File: config.mk
export PLATFORM = sky130hd
export DESIGN_NAME = rtcsr_regs
export DESIGN_NICKNAME = d
export VERILOG_FILES = /design/src/rtcsr_pkg.sv /design/src/rtcsr_regs.sv /design/src/rtcsr_sticky.sv /design/src/rtcsr_sync.sv
export SDC_FILE = /design/constraint.sdc
export NUM_CORES = 1
export LEC_CHECK = 0
export ABC_AREA = 1
export BUFFER_PORTS_ARGS = -buffer_cell sky130_fd_sc_hd__buf_2
export CAP_MARGIN = 30
export CORE_ASPECT_RATIO = 1.75
export CORE_MARGIN = 2
export CORE_UTILIZATION = 44
export CTS_CLUSTER_SIZE = 10
export DETAILED_ROUTE_END_ITERATION = 10
export PLACE_DENSITY = 0.71
export SYNTH_ARGS = -nofsm -noshare
export SYNTH_HDL_FRONTEND = slang
export SYNTH_SLANG_ARGS = --single-unit
File: constraint.sdc
create_clock -name sys_clk -period 3.4 [get_ports sys_clk]
set_clock_uncertainty 0.15 [all_clocks]
set_input_delay 0 -clock sys_clk [delete_from_list [all_inputs] [get_ports sys_clk]]
set_output_delay 0 -clock sys_clk [all_outputs]
set_load 0.01 [all_outputs]
File: src/rtcsr_pkg.sv
// package: register offsets, bit positions and reset values of the rtc status block
package rtcsr_pkg;
  localparam logic [7:0] ADDR_EVENT_FLAGS = 8'h0D;
  localparam logic [7:0] ADDR_TEMP_FRAC = 8'h0E;
  localparam logic [7:0] ADDR_TEMP_INT = 8'h0F;
  localparam int EVB_LOW_VOLTAGE = 0;
  localparam int EVB_POWER_ON = 1;
  localparam int EVB_EXT_EVENT = 2;
  localparam int EVB_ALARM = 3;
  localparam int EVB_COUNTDOWN = 4;
  localparam int EVB_UPDATE = 5;
  localparam int EVB_TEMP_LOW = 6;
  localparam int TFB_BACKUP = 0;
  localparam int TFB_CLOCK_OUTPUT_PIN = 1;
  localparam int TFB_NVM_BUSY = 2;
  localparam int TFB_NVM_FAIL = 3;
  localparam logic [7:0] EVENT_RESET = 8'h02;
  localparam logic [3:0] TFLAG_RESET = 4'h0;
  localparam logic [11:0] TEMP_RESET = 12'h000;
  localparam logic [1:0] BSEL_OFF_A = 2'h0;
  localparam logic [1:0] BSEL_OFF_B = 2'h3;
  localparam int SYNC_STAGES = 2;
endpackage

File: src/rtcsr_regs.sv
// status flags and thermometer registers of the real-time clock
`timescale 1ns/1ps
`default_nettype none
module rtcsr_regs (
  input wire logic sys_clk,
  input wire logic rst,
  input wire logic reg_wr,
  input wire logic reg_rd,
  input wire logic [7:0] reg_addr,
  input wire logic [7:0] reg_wdata,
  input wire logic write_locked,
  output logic [7:0] reg_rdata,
  output logic reg_rvalid,
  input wire logic second_tick,
  input wire logic clock_stopped,
  input wire logic [11:0] temp_measure,
  input wire logic calendar_step,
  input wire logic alarm_match,
  input wire logic countdown_evt,
  input wire logic update_evt,
  input wire logic ext_event_pin,
  input wire logic temp_low_evt,
  input wire logic supply_below_vlow,
  input wire logic nvm_abort_low,
  input wire logic nvm_busy_in,
  input wire logic clock_output_pin_irq_on,
  input wire logic backup_switched,
  input wire logic [1:0] backup_switch_select,
  output logic comp_halt,
  output logic clock_output_pin_force_low,
  output logic bus_disable
);
  import rtcsr_pkg::*;

  logic ext_event_sync;
  logic low_sync;
  logic ext_prev_ff;
  logic alarm_prev_ff;
  logic [11:0] temp_ff;
  logic nvm_busy_ff;
  logic [7:0] reg_rdata_ff;
  logic reg_rvalid_ff;
  logic comp_halt_ff;
  logic clock_output_pin_low_ff;
  logic bus_dis_ff;
  logic por_ff;
  logic [6:0] ev_flag;
  logic [6:0] ev_set;
  logic [6:0] ev_clr;
  logic [1:0] tf_flag;
  logic [1:0] tf_set;
  logic [1:0] tf_clr;
  logic wr_ok;
  logic bsel_on;

  rtcsr_sync u_sync_ext (
    .sys_clk(sys_clk),
    .rst(rst),
    .din(ext_event_pin),
    .dout(ext_event_sync)
  );

  rtcsr_sync u_sync_low (
    .sys_clk(sys_clk),
    .rst(rst),
    .din(supply_below_vlow),
    .dout(low_sync)
  );

  // power-on flag reads one from reset until the host clears it
  always_ff @(posedge sys_clk or posedge rst) begin
    if (rst) begin
      por_ff <= 1'b1;
    end else if (wr_ok && reg_addr == ADDR_EVENT_FLAGS && !reg_wdata[EVB_POWER_ON]) begin
      por_ff <= 1'b0;
    end
  end

  always_ff @(posedge sys_clk or posedge rst) begin
    if (rst) begin
      ext_prev_ff <= 1'b0;
      alarm_prev_ff <= 1'b0;
    end else begin
      ext_prev_ff <= ext_event_sync;
      alarm_prev_ff <= alarm_match;
    end
  end

  assign wr_ok = reg_wr && !write_locked && !low_sync;
  assign bsel_on = backup_switch_select != BSEL_OFF_A && backup_switch_select != BSEL_OFF_B;

  assign ev_set[EVB_ALARM] = calendar_step && alarm_match && !alarm_prev_ff;
  assign ev_set[EVB_LOW_VOLTAGE] = low_sync;
  assign ev_set[EVB_POWER_ON] = 1'b0;
  assign ev_set[EVB_EXT_EVENT] = ext_event_sync && !ext_prev_ff;
  assign ev_set[EVB_COUNTDOWN] = countdown_evt;
  assign ev_set[EVB_UPDATE] = update_evt;
  assign ev_set[EVB_TEMP_LOW] = temp_low_evt;

  assign tf_set[0] = nvm_abort_low;
  assign tf_set[1] = clock_output_pin_irq_on;

  logic ev_wr;
  logic tf_wr;
  assign ev_wr = wr_ok && reg_addr == ADDR_EVENT_FLAGS;
  assign tf_wr = wr_ok && reg_addr == ADDR_TEMP_FRAC;
  assign ev_clr = {7{ev_wr}} & ~reg_wdata[6:0];
  assign tf_clr[0] = tf_wr && !reg_wdata[TFB_NVM_FAIL];
  assign tf_clr[1] = tf_wr && !reg_wdata[TFB_CLOCK_OUTPUT_PIN];

  // reset clears flag
  // low supply re-sets this flag every cycle it lasts, so a clear only sticks after recovery
  rtcsr_sticky u_flag_low (
    .sys_clk(sys_clk),
    .rst(rst),
    .rst_val(1'b0),
    .set_evt(ev_set[EVB_LOW_VOLTAGE]),
    .clr_evt(ev_clr[EVB_LOW_VOLTAGE]),
    .flag(ev_flag[EVB_LOW_VOLTAGE])
  );

  // power-on flag has no hardware set; it reads one through the reset value input
  rtcsr_sticky u_flag_por (
    .sys_clk(sys_clk),
    .rst(rst),
    .rst_val(por_ff),
    .set_evt(ev_set[EVB_POWER_ON]),
    .clr_evt(ev_clr[EVB_POWER_ON]),
    .flag(ev_flag[EVB_POWER_ON])
  );

  // edge is taken after the synchroniser: pin pulses shorter than one clock may be lost
  rtcsr_sticky u_flag_ext (
    .sys_clk(sys_clk),
    .rst(rst),
    .rst_val(1'b0),
    .set_evt(ev_set[EVB_EXT_EVENT]),
    .clr_evt(ev_clr[EVB_EXT_EVENT]),
    .flag(ev_flag[EVB_EXT_EVENT])
  );

  rtcsr_sticky u_flag_alarm (
    .sys_clk(sys_clk),
    .rst(rst),
    .rst_val(1'b0),
    .set_evt(ev_set[EVB_ALARM]),
    .clr_evt(ev_clr[EVB_ALARM]),
    .flag(ev_flag[EVB_ALARM])
  );

  rtcsr_sticky u_flag_count (
    .sys_clk(sys_clk),
    .rst(rst),
    .rst_val(1'b0),
    .set_evt(ev_set[EVB_COUNTDOWN]),
    .clr_evt(ev_clr[EVB_COUNTDOWN]),
    .flag(ev_flag[EVB_COUNTDOWN])
  );

  rtcsr_sticky u_flag_update (
    .sys_clk(sys_clk),
    .rst(rst),
    .rst_val(1'b0),
    .set_evt(ev_set[EVB_UPDATE]),
    .clr_evt(ev_clr[EVB_UPDATE]),
    .flag(ev_flag[EVB_UPDATE])
  );

  rtcsr_sticky u_flag_tlow (
    .sys_clk(sys_clk),
    .rst(rst),
    .rst_val(1'b0),
    .set_evt(ev_set[EVB_TEMP_LOW]),
    .clr_evt(ev_clr[EVB_TEMP_LOW]),
    .flag(ev_flag[EVB_TEMP_LOW])
  );

  // the two sticky flags of the fraction byte; busy and backup are handled apart
  rtcsr_sticky u_flag_nvm (
    .sys_clk(sys_clk),
    .rst(rst),
    .rst_val(1'b0),
    .set_evt(tf_set[0]),
    .clr_evt(tf_clr[0]),
    .flag(tf_flag[0])
  );

  rtcsr_sticky u_flag_clk (
    .sys_clk(sys_clk),
    .rst(rst),
    .rst_val(1'b0),
    .set_evt(tf_set[1]),
    .clr_evt(tf_clr[1]),
    .flag(tf_flag[1])
  );

  logic bsf_ff;
  always_ff @(posedge sys_clk or posedge rst) begin
    if (rst) begin
      bsf_ff <= 1'b0;
    end else if (!bsel_on) begin
      bsf_ff <= 1'b0;
    end else if (backup_switched) begin
      bsf_ff <= 1'b1;
    end else if (wr_ok && reg_addr == ADDR_TEMP_FRAC && !reg_wdata[TFB_BACKUP]) begin
      bsf_ff <= 1'b0;
    end
  end

  always_ff @(posedge sys_clk or posedge rst) begin
    if (rst) begin
      temp_ff <= TEMP_RESET;
    end else if (second_tick && !clock_stopped && !low_sync) begin
      temp_ff <= temp_measure;
    end
  end

  always_ff @(posedge sys_clk or posedge rst) begin
    if (rst) begin
      nvm_busy_ff <= 1'b0;
    end else begin
      nvm_busy_ff <= nvm_busy_in;
    end
  end

  always_ff @(posedge sys_clk or posedge rst) begin
    if (rst) begin
      comp_halt_ff <= 1'b0;
      clock_output_pin_low_ff <= 1'b0;
      bus_dis_ff <= 1'b0;
    end else begin
      comp_halt_ff <= low_sync;
      clock_output_pin_low_ff <= low_sync;
      bus_dis_ff <= low_sync;
    end
  end

  // read path; unmapped addresses read zero
  always_ff @(posedge sys_clk or posedge rst) begin
    if (rst) begin
      reg_rdata_ff <= 8'h00;
      reg_rvalid_ff <= 1'b0;
    end else begin
      reg_rvalid_ff <= reg_rd && !low_sync;
      if (reg_rd && !low_sync) begin
        case (reg_addr)
          ADDR_EVENT_FLAGS: reg_rdata_ff <= {1'b0, ev_flag};
          ADDR_TEMP_FRAC: reg_rdata_ff <= {temp_ff[3:0], tf_flag[0], nvm_busy_ff,
            tf_flag[1], bsf_ff};
          ADDR_TEMP_INT: reg_rdata_ff <= temp_ff[11:4];
          default: reg_rdata_ff <= 8'h00;
        endcase
      end
    end
  end

  assign reg_rdata = reg_rdata_ff;
  assign reg_rvalid = reg_rvalid_ff;
  assign comp_halt = comp_halt_ff;
  assign clock_output_pin_force_low = clock_output_pin_low_ff;
  assign bus_disable = bus_dis_ff;
endmodule
`default_nettype wire

File: src/rtcsr_sticky.sv
// sticky flag: hardware set wins over a host clear by writing zero
`timescale 1ns/1ps
`default_nettype none
module rtcsr_sticky (
  input wire logic sys_clk,
  input wire logic rst,
  input wire logic rst_val,
  input wire logic set_evt,
  input wire logic clr_evt,
  output logic flag
);
  logic flag_ff;
  always_ff @(posedge sys_clk or posedge rst) begin
    if (rst) begin
      flag_ff <= 1'b0;
    end else if (set_evt) begin
      flag_ff <= 1'b1;
    end else if (clr_evt) begin
      flag_ff <= 1'b0;
    end
  end
  assign flag = flag_ff | rst_val;
endmodule
`default_nettype wire

File: src/rtcsr_sync.sv
// two-flop synchroniser for a single level
`timescale 1ns/1ps
`default_nettype none
module rtcsr_sync (
  input wire logic sys_clk,
  input wire logic rst,
  input wire logic din,
  output logic dout
);
  logic meta_ff;
  logic hold_ff;
  always_ff @(posedge sys_clk or posedge rst) begin
    if (rst) begin
      meta_ff <= 1'b0;
      hold_ff <= 1'b0;
    end else begin
      meta_ff <= din;
      hold_ff <= meta_ff;
    end
  end
  assign dout = hold_ff;
endmodule
`default_nettype wire
==> metrics.cfg, run 1 <==
[worst_setup_path]
startpoint_type = flop
critical_path.endpoint_type = flop
reg2reg_depth = 7
crit-reg2reg-launch = u_sync_low.dout
critPathKind = reg2reg
cp.arrival_ns = 1.96
rr_endpoint = u_flag_clk.flag_ff
path_max_fanout = 9
worst-r2r-setup-slack_ns = 1.47
cp.required_ns = 3.43

[sta]
setup_violations = 0
layout_min_cycle_time_ns = 1.929
max-slew-margin-rel_pct = 68.93
final_hold_viol_count = 0
grt_setup_unrepaired = no
whs_ns = 0.004819
worst_pin_slew_ns = 0.4660
max_freq_mhz = 518.3
fin_tns_setup_ns = 0
min_period_over_period_pct = 56.75
final-max-slew-violation-count = 0

[final_layout]
layout.nets = 334
syn_to_final_growth_pct = 44.27
finalInstanceArea_sq_um = 2585
drive_above_1_share_pct = 28.57
antenna_cells = 0
largest_register_ffs = 12
regMostFlops = temp_ff

[worst_hold_path]
hold_path_depth = 4
hold_path_end = reg_rdata[0]
min_path_type = in2reg
hp-start = reg_rd

[place]
place_area_sq_um = 2101
gp_congestion = 0.7549
portBuffers = 58
hpwlAfterDp_mm = 2.652

[yosys]
synth_nets = 235
synth_seq_cells = 39
syn_area_sq_um = 1792
synth_edf_count = 0
avgSynthCellArea_sq_um = 9.581
synth_area_leaders = dfrtp_1 (53%), nand2_1 (11%), nand3_1 (10%)
async_reset_ff_share_pct = 100.0
synth_cells = 187
yosys-top-cells-count = nand2_1 (51), dfrtp_1 (38), nand3_1 (37), inv_1 (21), mux2_1 (10)
synthMostInstantiatedCell = nand2_1
yosysTopAreaCellShare_pct = 53.07
yosysSeqAreaShare_pct = 54.54
yosysUniqueCellTypes = 21
synthFlopType = dfrtp_1
yosys_warnings = 0
yosys.area.top_type = dfrtp_1

[clock_tree]
cts_buffers = 5
htree_levels = 2
cts-root-buf = clkbuf_8
cts_tree = built
path_clk_slew_ns = 0.07
cts_sinks = 39
clockBufferDepth = 2
insertion_delay_ns = 0.29

[detailed_routing]
vias = 1579
drc = 0
drtAntennaViolNets = 0
wl_met1_mm = 1.519
wl_per_cell_um = 11.56
met2WireLength_mm = 2.136
wl_mm = 3.872
top_layer_used = met4
dr.pass1.iters = 4
wl_met3_um = 176
via_per_inst = 4.713
drt_iter0_drc = 28

[grt]
grt_pass1_vias = 1543
grt_max_degree = 40
antenna_found_initial = 0
grt_pass1_wl_mm = 6.582
overflow = 0
grt.total_usage_pct = 19.40

[flow_run]
drv_cap = 0

[power_and_ir_drop]
p_per_area_nw_per_um2 = 380.7
swShare_pct = 23.45
p_total_mw = 0.9842
p_int_mw = 0.7535
p_leak_nw = 1.324
vdd_drop_max_mv = 0.4556
p_switching_mw = 0.2307
power_frac_comb_pct = 12.9
clkPwrFrac_pct = 34.5
power_frac_seq_pct = 52.6

[floorplan]
io_pins = 60
die_height_um = 88.42
start_util_pct = 45.90
fp.coreArea_sq_um = 3904
chipWidth_um = 52.24
std_cell_rows = 30
die-area_sq_um = 4619

[run_status]
outcome = complete, no violations

-- power by group through the flow --
stage	Clock, mW	Sequential (mW)	Combinational (mW)
6_report	0.340	0.517	0.127
5_1_grt	0.369	0.520	0.142
4_1_cts	0.351	0.516	0.128
3_5_place_dp	0	0.526	0.100
3_3_place_gp	0	0.525	0.0978
2_1_floorplan	0	0.521	0.0598
-- cells by family after synthesis --
family          synth area share [%]
mux                            7.542
compound gates                0.9081
buf+inv                        7.751
flops                          54.54
xor+xnor                      0.4889
simple gates                   28.77
-- worst max-delay path, stage by stage, from the launching register on --
cell and delay (ns):
dfrtp_1 0.39, inv_2 0.11, nand2_1 0.09, nor2_4 0.21
nand2_1 0.11, o21ai_1 0.15, nand2_1 0.06, dlygate4sd3_1 0.55
-- worst max path at each step --
stage / startpoint / end / cells after the start
after global routing: u_sync_low.dout / u_flag_clk.flag_ff / 7
after detailed placement: u_sync_low.dout / u_flag_nvm.flag_ff / 6
after floorplan: u_sync_low.dout / temp_ff[0] / 4
after global placement: u_sync_low.dout / u_flag_nvm.flag_ff / 6
final: u_sync_low.dout / u_flag_clk.flag_ff / 7
after CTS: u_sync_low.dout / u_flag_clk.flag_ff / 7
-- what timing repair did --
item                      CTS  global route
gates resized for setup     0             0
hold buffers               38             0
setup buffers               0             0
hold endpoints to repair   64             0
-- area by class of cell --
type                    count  area (sq um)
repair buffers             97         678.2
clock buffers               7         96.34
flip-flops and latches     39         977.2
clock inverters             1         7.507
fillers                   333          1319
multi-input cells         119         675.6
well taps                  48         60.06
inverters                  24         90.09
-- routing by layer --
layer,vias up,GRT usage [%]
met5,-,0
met1,738,21.18
met2,45,35.44
li1,791,-
met4,0,7.459
met3,5,4.561
-- cells in the final DEF, fill, tap and decap left out --
master | Yosys | routed
o21ai_1 | 2 | 2
buf_4 | 2 | 1
nand2_4 | 1 | 1
nand3b_4 | 1 | 1
dfstp_2 | 1 | 1
clkbuf_8 | 0 | 7
a31oi_1 | 1 | 1
nor3_4 | 1 | 1
nand3_1 | 37 | 37
dlygate4sd3_1 | 0 | 38
mux2_1 | 10 | 10
nand4_1 | 1 | 1
xnor2_1 | 1 | 1
buf_2 | 0 | 58
nand2_1 | 51 | 51
nand2_2 | 1 | 1
nor2_1 | 4 | 4
nand3b_1 | 1 | 1
inv_1 | 21 | 21
mux2_2 | 2 | 2
clkinvlp_4 | 0 | 1
nor2_4 | 5 | 5
dfrtp_1 | 38 | 38
inv_2 | 3 | 3
-- stage by stage --
stage,worst slack (ns),cells,util (%)
after floorplan,2.152,187,-
after global placement,2.062,289,53.81
after detailed placement,2.046,289,53.81
after CTS,1.489,335,66.22
after global routing,1.359,335,66.22
final,1.471,335,66.22
Note: power is estimated with default switching activity, not from simulation.
==> run 2: changes to the inputs <==
PLACE_DENSITY = 0.74   (was 0.71)
clock period = 1.7 ns   (was 3.4 ns; I/O delays follow)
==> metrics.cfg, run 2 (synthesized netlist as in run 1, its figures left out) <==
[power_and_ir_drop]
p_per_area_nw_per_um2 = 811.3  ; +110%
p_int_mw = 1.621  ; +120%
power_frac_comb_pct = 12.6  ; -0.3 points
p_switching_mw = 0.4634  ; +100%
vdd_drop_max_mv = 0.7923  ; +74%
clkPwrFrac_pct = 37.8  ; +3.3 points
p_leak_nw = 1.346  ; +1.7%
power_frac_seq_pct = 49.6  ; -3.0 points
swShare_pct = 22.24  ; -1.2 points

[clock_tree]
path_clk_slew_ns = 0.08  ; about the same
insertion_delay_ns = 0.29  ; about the same
cts_buffers = 5  ; unchanged
cts_sinks = 39  ; unchanged
cts-root-buf = clkbuf_8
cts_tree = built
clockBufferDepth = 2  ; unchanged
htree_levels = 2  ; unchanged

[final_layout]
multi_input_area_sq_um = 675.6  ; unchanged
nFillCells = 331  ; -0.60%
largest_register_ffs = 12  ; unchanged
syn_to_final_growth_pct = 43.37
final_common_cell = buf_2
register_area_sq_um = 977.2  ; unchanged
utilization_pct = 65.80  ; -0.42 points
regMostFlops = temp_ff
antenna_cells = 0  ; unchanged
layout.nets = 331  ; -0.90%
final_cell_mix = buf_2 (58), nand2_1 (51), dfrtp_1 (38), nand3_1 (37), dlygate4sd3_1 (35)
drive_above_1_share_pct = 28.87  ; +0.30 points

[worst_setup_path]
cp.arrival_ns = 1.53  ; -0.43 ns
critPathSlowestCell = dlygate4sd3_1
critical_path.endpoint_type = flop
path_max_fanout = 2  ; -7
cpMostUsedCell = dlygate4sd3_1
path_cells = dlygate4sd3_1, buf_2, xnor2_1, dlygate4sd3_1, nor2_1, nand3_1, nand2_1
critPathKind = in2reg
cp.required_ns = 1.73  ; -1.70 ns
startpoint_type = input pin
critPathMaxStageDelay_ns = 0.57  ; +0.02 ns

[grt]
grt_max_degree = 40  ; unchanged
grt_pass1_wl_mm = 6.561  ; -0.32%
grt_pass1_vias = 1603  ; +3.9%
antenna_found_initial = 0  ; unchanged
grt.total_usage_pct = 19.03  ; -0.37 points
overflow = 0  ; unchanged

[floorplan]
io_pins = 60  ; unchanged
std_cell_rows = 30  ; unchanged
die-area_sq_um = 4619  ; unchanged
fp.coreArea_sq_um = 3904  ; unchanged
die_height_um = 88.42  ; unchanged
chipWidth_um = 52.24  ; unchanged
start_util_pct = 45.90  ; unchanged

[detailed_routing]
drtAntennaViolNets = 0  ; unchanged
wl_mm = 3.832  ; -1.0%
wl_per_cell_um = 11.54  ; -0.14%
drt_iter0_drc = 40  ; +43%
drc = 0  ; unchanged
via_per_inst = 4.602  ; -2.4%
vias = 1528  ; -3.2%
dr.pass1.iters = 7  ; +3

[sta]
layout_min_cycle_time_ns = 1.497
fin_tns_setup_ns = 0  ; unchanged
worst_slack_ns = 0.2029  ; -1.268 ns
max-slew-margin-rel_pct = 67.87  ; -1.1 points
grt_setup_unrepaired = no
max_freq_mhz = 667.9
final-max-slew-violation-count = 0  ; unchanged
worst_pin_slew_ns = 0.4819  ; +0.01586 ns
min_period_over_period_pct = 88.07
setup_violations = 0  ; unchanged
final_hold_viol_count = 0  ; unchanged

[place]
gp_congestion = 0.7523  ; -0.34%
hpwlAfterDp_mm = 2.684  ; +1.2%
place_ws_ns = 0.3577  ; -1.689 ns
portBuffers = 58  ; unchanged

[flow_run]
drv_cap = 0  ; unchanged

[worst_hold_path]
min_path_type = in2reg

[run_status]
outcome = complete, no violations

==> run 2: power groups by stage <==
stage / Clock (mW) / Combinational (mW) / Sequential, mW
finish: 0.787 / 0.263 / 1.03
global route: 0.846 / 0.295 / 1.04
CTS: 0.807 / 0.266 / 1.03
detailed placement: 0 / 0.202 / 1.05
global placement: 0 / 0.196 / 1.05
floorplan: 0 / 0.120 / 1.04
==> run 2: worst max-delay path, delay by kind of cell <==
kind / cells / cell delay, ns
xor gates and xnor gates: 1 / 0.15
buffers and inverters: 3 / 1.22
and+or+nand+nor: 3 / 0.15
==> run 2: area by class of cell <==
type | instances | area share [%]
Sequential cell | 39 | 38.04
Multi-Input combinational cell | 119 | 26.30
Timing Repair Buffer | 94 | 25.23
Inverter | 24 | 3.507
Clock buffer | 6 | 3.215
Tap cell | 48 | 2.338
Clock inverter | 2 | 1.364
==> run 2: metal layers <==
metal	global-route usage [%]	part of all wire (%)	vias to the layer above
met4	7.226	2.3	0
met3	4.561	4.1	9
li1	-	-	784
met1	20.11	40	689
met5	0	0	-
met2	35.44	54	46
==> run 2: timing repair <==
action	CTS	global route
hold buffers	35	0
hold endpoints to repair	64	0
resized for setup	0	0
setup buffers	0	0
==> run 2: worst paths after layout <==
| kind | start | slack, ns | cells past startpoint | to |
|---|---|---|---|---|
| setup reg to reg | u_sync_low.dout | 0.29 | 6 | u_flag_nvm.flag_ff |
| max in group asynchronous | rst | 0.82 | 4 | por_ff |
| min in group asynchronous | rst | 0.21 | 4 | u_sync_low.dout |
| setup / recovery | backup_switch_select[0] | 0.20 | 7 | bsf_ff |
| hold reg to reg | u_sync_low.meta_ff | 0.20 | 0 | u_sync_low.dout |
| hold / removal | reg_rd | 0.02 | 4 | reg_rdata[2] |
==> run 2: metrics by stage <==
stage               power [mW]  hold WS, ns  area, sq um  std cells
floorplan                1.161      -0.1186         1792        187
global placement         1.244     -0.04237         2101        289
detailed placement       1.254     -0.04033         2101        289
CTS                      2.106      0.01606         2569        332
global route             2.181      0.04153         2569        332
finish                   2.084      0.01574         2569        332
